==> src/rtl/tso_pkg.sv <==
/*
 * tso_pkg: constants, register layout and carrier types for the transport
 * stream output port. Assumes one system clock; everything else is derived.
 */
package tso_pkg;
    localparam logic [7:0] TSO_POLARITY_OFS    = 8'h50;
    localparam logic [7:0] TSO_CLKCTL_OFS      = 8'h77;
    localparam int         TSO_INVERT_BIT      = 0;
    localparam int         TSO_ERR_EN_BIT      = 0;
    localparam logic [7:0] TSO_POLARITY_RST    = 8'h01;
    localparam logic [7:0] TSO_CLKCTL_RST      = 8'h01;
    localparam int         TSO_PKT_LEN         = 188;
    localparam int         TSO_TEI_BYTE        = 1;
    localparam int         TSO_TEI_BIT         = 7;
    localparam int         TSO_FIFO_DEPTH      = 4;
    localparam logic [7:0] TSO_SYNC_BYTE       = 8'h47;

    typedef struct packed {
        logic [7:0] data;
        logic       first;
        logic       last;
        logic       uncorr;
    } tso_beat_t;

    typedef struct packed {
        logic [7:0] data;
        logic       start;
        logic       valid;
        logic       blk_err_n;
    } tso_pins_t;
endpackage
==> src/rtl/tso_fifo.sv <==
/*
 * tso_fifo: small synchronous fifo with valid/ready on both sides.
 * Assumes one clock, synchronous active-low reset.
 */
`timescale 1ns/1ps
module tso_fifo #(
    parameter int WIDTH = 11,
    parameter int DEPTH = 4
) (
    input  wire logic             clk_sys,
    input  wire logic             rst_n,
    input  wire logic [WIDTH-1:0] in_data,
    input  wire logic             in_valid,
    output logic                  in_ready,
    output logic      [WIDTH-1:0] out_data,
    output logic                  out_valid,
    input  wire logic             out_ready
);
    localparam int AW = $clog2(DEPTH);
    logic [WIDTH-1:0] mem_r [DEPTH];
    logic [AW-1:0]    wr_r;
    logic [AW-1:0]    rd_r;
    logic [AW:0]      cnt_r;
    wire              push = in_valid && in_ready;
    wire              pop  = out_valid && out_ready;

    // full at DEPTH entries; an empty fifo must accept
    assign in_ready  = (cnt_r < (AW+1)'(DEPTH));
    assign out_valid = (cnt_r != '0);
    assign out_data  = mem_r[rd_r];

    always_ff @(posedge clk_sys) begin
        if (push) begin
            mem_r[wr_r] <= in_data;
        end
    end

    always_ff @(posedge clk_sys) begin
        if (!rst_n) begin
            wr_r  <= '0;
            rd_r  <= '0;
            cnt_r <= '0;
        end else begin
            if (push) begin
                wr_r <= (wr_r == AW'(DEPTH-1)) ? '0 : wr_r + 1'b1;
            end
            if (pop) begin
                rd_r <= (rd_r == AW'(DEPTH-1)) ? '0 : rd_r + 1'b1;
            end
            cnt_r <= cnt_r + (AW+1)'(push) - (AW+1)'(pop);
        end
    end
endmodule

==> src/rtl/tso_output.sv <==
/*
 * tso_output: parallel transport stream output port.
 * Assumes decoded bytes arrive from the decoder with first/last/uncorrectable
 * marks, a one-cycle symbol clock enable, a symbol lock level, and a simple
 * 8-bit register write/read port from the serial host interface.
 */
`timescale 1ns/1ps
module tso_output
    import tso_pkg::*;
(
    input  wire logic             clk_sys,
    input  wire logic             rst_n,
    input  wire logic             sym_clk_en,
    input  wire logic             sym_lock,
    input  wire tso_pkg::tso_beat_t in_beat,
    input  wire logic             in_valid,
    output logic                  in_ready,
    input  wire logic [7:0]       reg_addr,
    input  wire logic [7:0]       reg_wdata,
    input  wire logic             reg_wr,
    output logic      [7:0]       reg_rdata,
    input  wire logic             stream_output_disable,
    output logic                  stream_output_clock,
    output tso_pkg::tso_pins_t    pins_o,
    output logic                  pins_oe,
    output logic                  packet_active
);
    import tso_pkg::*;

    typedef enum logic [1:0] {TSO_IDLE, TSO_SEND} tso_state_t;

    logic [7:0]  polarity_r;
    logic [7:0]  clkctl_r;
    logic        clk_r;
    logic        out_edge_r;
    tso_state_t  state_r;
    tso_state_t  state_nxt;
    logic [7:0]  idx_r;
    logic        bad_r;
    tso_pins_t   pins_r;
    tso_beat_t   fifo_beat;
    logic        fifo_valid;
    logic        fifo_ready;

    // register decode; the host port sequences the pointer itself
    wire         wr_pol  = reg_wr && (reg_addr == TSO_POLARITY_OFS);
    wire         wr_ctl  = reg_wr && (reg_addr == TSO_CLKCTL_OFS);
    wire         invert  = polarity_r[TSO_INVERT_BIT];
    wire         err_en  = clkctl_r[TSO_ERR_EN_BIT];

    assign reg_rdata = (reg_addr == TSO_POLARITY_OFS) ? polarity_r :
                       (reg_addr == TSO_CLKCTL_OFS)   ? clkctl_r   : 8'h00;

    always_ff @(posedge clk_sys) begin
        if (!rst_n) begin
            polarity_r <= TSO_POLARITY_RST;
            clkctl_r   <= TSO_CLKCTL_RST;
        end else begin
            if (wr_pol) begin
                polarity_r <= reg_wdata;
            end
            if (wr_ctl) begin
                clkctl_r <= reg_wdata;
            end
        end
    end

    // output clock toggles on each symbol enable while locked; holds its level when lock drops
    always_ff @(posedge clk_sys) begin
        if (!rst_n) begin
            clk_r      <= 1'b0;
            out_edge_r <= 1'b0;
        end else begin
            out_edge_r <= 1'b0;
            if (sym_clk_en && sym_lock) begin
                clk_r      <= ~clk_r;
                // data changes on the edge opposite to the sampling edge
                out_edge_r <= invert ? clk_r : ~clk_r;
            end
        end
    end

    // one clk_sys cycle after the chosen edge the pins show the new beat
    wire byte_tick = out_edge_r;

    tso_fifo #(
        .WIDTH ($bits(tso_beat_t)),
        .DEPTH (TSO_FIFO_DEPTH)
    ) u_fifo (
        .clk_sys   (clk_sys),
        .rst_n     (rst_n),
        .in_data   (in_beat),
        .in_valid  (in_valid),
        .in_ready  (in_ready),
        .out_data  (fifo_beat),
        .out_valid (fifo_valid),
        .out_ready (fifo_ready)
    );

    // a packet is only started when its first byte is ready; later bytes must
    // keep up with the output clock, the decoder is assumed to deliver in time
    wire start_ok = fifo_valid && fifo_beat.first;
    wire last_byte = (idx_r == 8'(TSO_PKT_LEN - 1));
    // the tick after the last byte is the gap, so a packet never runs to 189 bytes
    wire send_byte = byte_tick && ((state_r == TSO_SEND && !last_byte) ||
                                   (state_r == TSO_IDLE && start_ok));
    // stray bytes outside a packet are dropped so the next start stays aligned
    assign fifo_ready = send_byte || (byte_tick && state_r == TSO_IDLE && fifo_valid);

    always_comb begin
        state_nxt = state_r;
        case (state_r)
            TSO_IDLE: begin
                if (byte_tick && start_ok) begin
                    state_nxt = TSO_SEND;
                end
            end
            TSO_SEND: begin
                if (byte_tick && last_byte) begin
                    state_nxt = TSO_IDLE;
                end
            end
            default: state_nxt = TSO_IDLE;
        endcase
    end

    // error indicator: forced for uncorrectable packets when enabled, otherwise passed as received
    wire is_tei_byte = (idx_r == 8'(TSO_TEI_BYTE - 1)) && (state_r == TSO_SEND);
    wire bad_pkt     = (state_r == TSO_IDLE) ? fifo_beat.uncorr : (bad_r | fifo_beat.uncorr);
    logic [7:0] out_byte;
    always_comb begin
        out_byte = fifo_beat.data;
        if (is_tei_byte && err_en && bad_pkt) begin
            out_byte[TSO_TEI_BIT] = 1'b1;
        end
    end

    always_ff @(posedge clk_sys) begin
        if (!rst_n) begin
            state_r <= TSO_IDLE;
            idx_r   <= 8'h00;
            bad_r   <= 1'b0;
            pins_r  <= '{data: 8'h00, start: 1'b0, valid: 1'b0, blk_err_n: 1'b1};
        end else begin
            state_r <= state_nxt;
            if (byte_tick) begin
                if (send_byte) begin
                    // bytes follow back to back: no gap inside a packet
                    idx_r  <= (state_r == TSO_IDLE) ? 8'h00 : idx_r + 8'h01;
                    bad_r  <= bad_pkt;
                    pins_r.data      <= out_byte;
                    pins_r.start     <= (state_r == TSO_IDLE);
                    pins_r.valid     <= 1'b1;
                    pins_r.blk_err_n <= ~bad_pkt;
                end else begin
                    pins_r <= '{data: 8'h00, start: 1'b0, valid: 1'b0, blk_err_n: 1'b1};
                    bad_r  <= 1'b0;
                end
            end
        end
    end

    assign stream_output_clock = clk_r;
    assign pins_o        = pins_r;
    assign pins_oe       = ~stream_output_disable;
    assign packet_active = (state_r == TSO_SEND);
endmodule

==> config.mk <==
export PLATFORM = sky130hd
export DESIGN_NAME = tso_output
export DESIGN_NICKNAME = d
export VERILOG_FILES = /design/src/rtl/tso_pkg.sv /design/src/rtl/tso_fifo.sv /design/src/rtl/tso_output.sv
export SDC_FILE = /design/constraint.sdc
export NUM_CORES = 1
export LEC_CHECK = 0
export ABC_AREA = 1
export BUFFER_PORTS_ARGS = -buffer_cell sky130_fd_sc_hd__buf_4
export CAP_MARGIN = 20
export CORE_ASPECT_RATIO = 1.2
export CORE_UTILIZATION = 50
export CTS_CLUSTER_SIZE = 24
export DETAILED_ROUTE_END_ITERATION = 12
export PLACE_DENSITY = 0.71
export SLEW_MARGIN = 20
export SYNTH_ARGS = -nofsm -noshare
export SYNTH_HDL_FRONTEND = slang
export SYNTH_SLANG_ARGS = --single-unit
==> constraint.sdc <==
create_clock -name clk_sys -period 3.1 [get_ports clk_sys]
set_clock_uncertainty 0.2 [all_clocks]
set_input_delay 0.465 -clock clk_sys [delete_from_list [all_inputs] [get_ports clk_sys]]
set_output_delay 0.465 -clock clk_sys [all_outputs]
set_load 0.01 [all_outputs]
Yosys cells after proc, flatten, opt, wreduce, memory -nomap -nowiden. Memory sizes are Yosys's and may differ from the RTL's. A register that Yosys moved wholly into a read port is not among the register bits. Cells that the tools add are included.

Mux-type cells: 17. Magnitude comparators: 1. Eq/ne operators: 8. Bitwise logic cells: 4. Reduce and logical (&&, ||, !) cells: 25. Add/sub/neg operators: 5.

Operators with widths (count): $mux 8 (3); $eq 8x7->1 const B (2); $logic_and 1x1->1 (16); $mux 2 (6); $mux 11 (1); $add 8x1->8 const B (1); $eq 8x8->1 const B (1); $logic_not 8->1 (1); $mux 1 (6); $reduce_and 2->1 (3); $add 2x1->2 const B (2); $eq 2x2->1 const B (2); $ne 2x1->1 const B (2); $pmux 2 s2 (1); $add 3x1->3 (1); $lt 3x3->1 const B (1); $not 1->1 (3); $reduce_bool 3->1 (1); $sub 3x1->3 (1); $eq 2x1->1 const B (1); $logic_not 2->1 (1); $logic_or 1x1->1 (2); $logic_not 1->1 (1); $or 1x1->1 (1).

Memories kept: 1. Bits of input ports: 34. Output and inout port bits: 23. Bits in writable memories: 44. Word-level logic and storage cells: 75. Flip-flop bits (word level): 47.

Memory list: u_fifo.mem_r (depth 4, width 11, read ports 1, clocked after memory_dff 1, wr ports 1, RTL line tso_fifo.sv:20) `logic [WIDTH-1:0] mem_r [DEPTH];`.

Longest topological paths before layout.
Depth after elaboration: 9. Depth in mapped cells: 14. Gate-level depth less buffers: 14.

Hierarchy. A second synthesis with hierarchy kept.

Cells, all modules: 438. Area total of the unflattened synthesis: 3966.3 µm².

Modules (own cells, without submodules): tso_fifo (cells each 169, area an instance 2115.8 µm², instances 1, sequential area each 1501.4 µm²); tso_output (cells each 269, area an instance 1850.5 µm², instances 1, sequential area each 780.7 µm²).

Worst setup path before layout. No wires, ideal clock.

Path type: register to register. Start: register idx_r[0]. End: register u_fifo.cnt_r[2]. Period minus slack after synthesis: 2.392 ns. Library setup time: 0.070 ns. Path buffers: 0. Arrival time: 2.122 ns. Stages on the path, launching flop included: 15. Setup slack: 0.708 ns. Required time: 2.830 ns. Cells stage by stage: dfxtp_1 -> ha_1 -> nand2_1 -> nor3_1 -> nand2_2 -> nand2_4 -> nor2_1 -> ha_1 -> inv_1 -> ha_1 -> inv_1 -> fa_1 -> inv_1 -> o21ai_0 -> a21oi_1.

Longest elaborated chain between the ends: 8.

RTL lines: from (decl) (RTL line tso_output.sv:38) `logic [7:0] idx_r;`; from (signal assigned) (RTL line tso_output.sv:149) `idx_r <= (state_r == TSO_IDLE) ? 8'h00 : idx_r + 8'h01;`; $eq 8x8->1 (RTL line tso_output.sv:103) `wire last_byte = (idx_r == 8'(TSO_PKT_LEN - 1));`; $logic_not 1->1 (RTL line tso_output.sv:105) `wire send_byte = byte_tick && ((state_r == TSO_SEND && !last_byte) ||`; $logic_and 1x1->1 (RTL line tso_output.sv:105); $logic_or 1x1->1 (RTL line tso_output.sv:105); $logic_and 1x1->1 (RTL line tso_output.sv:105); $logic_or 1x1->1 (RTL line tso_output.sv:108) `assign fifo_ready = send_byte || (byte_tick && state_r == TSO_IDLE && fifo_valid);`; $logic_and 1x1->1 (RTL line tso_fifo.sv:25) `wire pop = out_valid && out_ready;`; named net u_fifo.pop (RTL line tso_fifo.sv:25); $sub 3x1->3 (RTL line tso_fifo.sv:50) `cnt_r <= cnt_r + (AW+1)'(push) - (AW+1)'(pop);`; to (signal assigned) (RTL line tso_fifo.sv:50); to (decl) (RTL line tso_fifo.sv:23) `logic [AW:0] cnt_r;`.

The timed path passes the listed nets, and every way through them passes these cells. A chain may end at the register's enable or synchronous reset.

Final worst setup path. Same ends and word-level chain as after synthesis.

==> results.cfg <==
[floorplanning]
num_rows = 34
die_w_um = 82.73
die_area_um2 = 8179
coreArea_um2 = 7402
die_h_um = 98.87
ios = 57
start_util_pct = 52.82

[placed_design]
place_ws_ns = 0.4633
place_congestion = 0.8145
port_buffers = 55
dpl_cell_area_um2 = 4368
dp_hpwl_um = 5064
dp_cells = 552

[global_routing]
antenna_found_initial = 0
grtUsageTotal_pct = 20.35
grt_max_degree = 25
first_global_vias = 2781
grt_pass1_wl_um = 12590
overflow = 0

[final_layout]
fin_cells = 568
fill_cells = 671
finalNetCount = 517
seqCellArea_um2 = 2162
final_area_um2 = 4553
diodes = 0
layout-drive-gt1-share_pct = 21.76
multi_input_area_um2 = 1440
area_growth_pct = 16.45

[route]
num_vias = 2955
totalWireLength_um = 7365
drtAntennaViolNets = 0
first_pass_iters = 4
wire_per_inst_um = 12.97
drt_iter0_drc = 155
remaining_drc_errors = 0
viasPerCell = 5.202

[sta]
period_minus_slack_ns = 2.661
period_share_pct = 85.85
grt_setup_unrepaired = no
slew_headroom_pct = 41.92
hold_viol = 0
fin_ws_ns = 0.4386
tightest_slew_ns = 0.8702
report.final.slew_viol_count = 0
fmax_ghz = 0.3757
setup_viol = 0
setup-tns-final_ns = 0

[synth]
synthFlopType = dfxtp_1
yosys.area.top_type = edfxtp_1
synth_edf_count = 40
synth.distinct_cells = 34
ys_ff_latch = 88
yosysWarnings = 0
synth.most_common_cell = nand2_1
syn-cell-area_um2 = 3910
synthArstFlopShare_pct = 0
synth_nets = 462
syn-mean-instance-area_um2 = 9.354
synthAdderAreaFrac_pct = 3.392
netlist.area_leader.share_pct = 30.72
synthSimpleGateAreaFrac_pct = 20.22
synthesis.instances = 418
yosysSeqAreaShare_pct = 55.30
synth_top_family_by_area = simple AND/OR/NAND/NOR gates
synth_area_leaders = edfxtp_1, dfxtp_1, nand2_1
yosys-top-cells-count = nand2_1, inv_1, dfxtp_1
synth_compound_area_share_pct = 12.10
yosys.area_share.xor_xnor_pct = 1.120
synthMuxAreaShare_pct = 0

[power_and_ir_drop]
power_mw = 2.430
p_per_area_nw_per_um2 = 533.8
power_leakage_nw = 1.787
ir_drop_v = 0.0003290

[cts]
cts_inserted_buffers = 9
h-tree-depth = 3
cts_setup_buffers = 0
clockRootBuffer = clkbuf_8
hold_buffers = 0
cts_tree = yes
cts_max_path_buffers = 2
clkTransAtPathRegs_ns = 0.10
clock_latency_ns = 0.36
cts_resized = 0
cts_num_sinks = 88

[setup_path]
crit_start = idx_r[0]$_SDFFE_PN0P_
crit_required_ns = 3.19
slowest_stage = dfxtp_1
critPathKind = flop to flop
cp-start-kind = flop
reg2reg_from = idx_r[0]$_SDFFE_PN0P_
path_cells = ha_1 > nand2_1 > nor3_1 > nand2_2 > nand2_4 > nor2_1 > ha_1 > inv_1 > ha_1 > inv_1 > fa_1 > inv_1 > o21ai_0 > a21oi_1
cp.arrival_ns = 2.75
path_max_fanout = 5
critPathMaxStageDelay_ns = 0.40
cp_num_buf_inv = 3
crit_path_end_kind = flop
path_delay_family = adder cells

[hold_path]
hp-class = input pin to flop
min_from = in_beat[2]

[flow_run]
drv_cap = 0

[run_status]
status = finished clean
placed cells by master, fill, tap and decap left out:
cell	count
nor3_1	2
inv_8	2
nand3_1	25
inv_4	1
a211oi_1	1
nand3_2	10
o21ai_1	2
xnor2_1	2
nand4_1	3
ha_1	9
nand2_8	2
nor3_2	3
o21ai_0	32
nor3_4	1
dfxtp_1	48
a21oi_1	33
fa_1	1
o22ai_1	14
a21oi_2	4
inv_1	49
inv_6	4
xor2_1	3
nand2_1	67
o21bai_1	1
inv_2	1
clkbuf_8	9
edfxtp_1	40
nand2_2	3
clkinv_2	1
clkinvlp_4	1
nand2_4	2
buf_4	60
nor2_1	42
power by group:
part / internal (mW) / total [mW] / switching, mW
sequential: 1.30 / 1.33 / 0.0307
clock: 0.310 / 0.747 / 0.437
combinational: 0.126 / 0.353 / 0.227
sequential cells by signal, indices dropped and copies added, names as in the netlist, named ones only:
name and count:
u_fifo.mem_r 40, pins_o 11, clkctl_r 8, idx_r 8, polarity_r 8, u_fifo.cnt_r 3
u_fifo.rd_r 2, u_fifo.wr_r 2, bad_r 1, byte_tick 1, state_r 1, stream_output_clock 1
final cells by class:
type | instances | share of cell area (%)
Clock inverter | 7 | 1.347
Sequential cell | 88 | 47.49
Timing Repair Buffer | 60 | 9.893
Tap cell | 90 | 2.473
Multi-Input combinational cell | 262 | 31.63
Inverter | 52 | 4.452
Clock buffer | 9 | 2.721
metrics by stage:
stage	util (%)	hold slack, ns
after floorplan	-	0.2297
after global placement	59.01	0.2372
after detailed placement	59.01	0.2455
after CTS	61.51	0.09253
after global routing	61.51	0.09231
final	61.51	0.1064
cells by family (layout without fill, tap and decap cells):
| logic type | after synthesis | in the layout |
|---|---|---|
| DFF | 88 | 88 |
| buffers and inverters | 68 | 128 |
| and+or+nand+nor | 160 | 160 |
| AOI/OAI and AO/OA | 87 | 87 |
| adders and majority gates | 10 | 10 |
| xor gates and xnor gates | 5 | 5 |
final timing paths:
check	to	slack [ns]	cells past startpoint
worst max-delay path	u_fifo.cnt_r[2]$_SDFF_PN0_	0.44	14
worst min-delay path	u_fifo.mem_r[0][2]$_DFFE_PP_	0.11	1
worst max register to register	u_fifo.cnt_r[2]$_SDFF_PN0_	0.44	14
worst min register to register	polarity_r[1]$_SDFFE_PN0P_	0.26	2
per-layer routing:
metal / vias to the layer above / routed length [µm] / GRT usage, %
met2: 61 / 3686 / 33.42
li1: 1507 / - / -
met1: 1377 / 3250 / 25.80
met3: 10 / 288 / 3.241
met5: - / 0 / 0
met4: 0 / 139 / 9.416
Power figures use the tool's default switching activity.
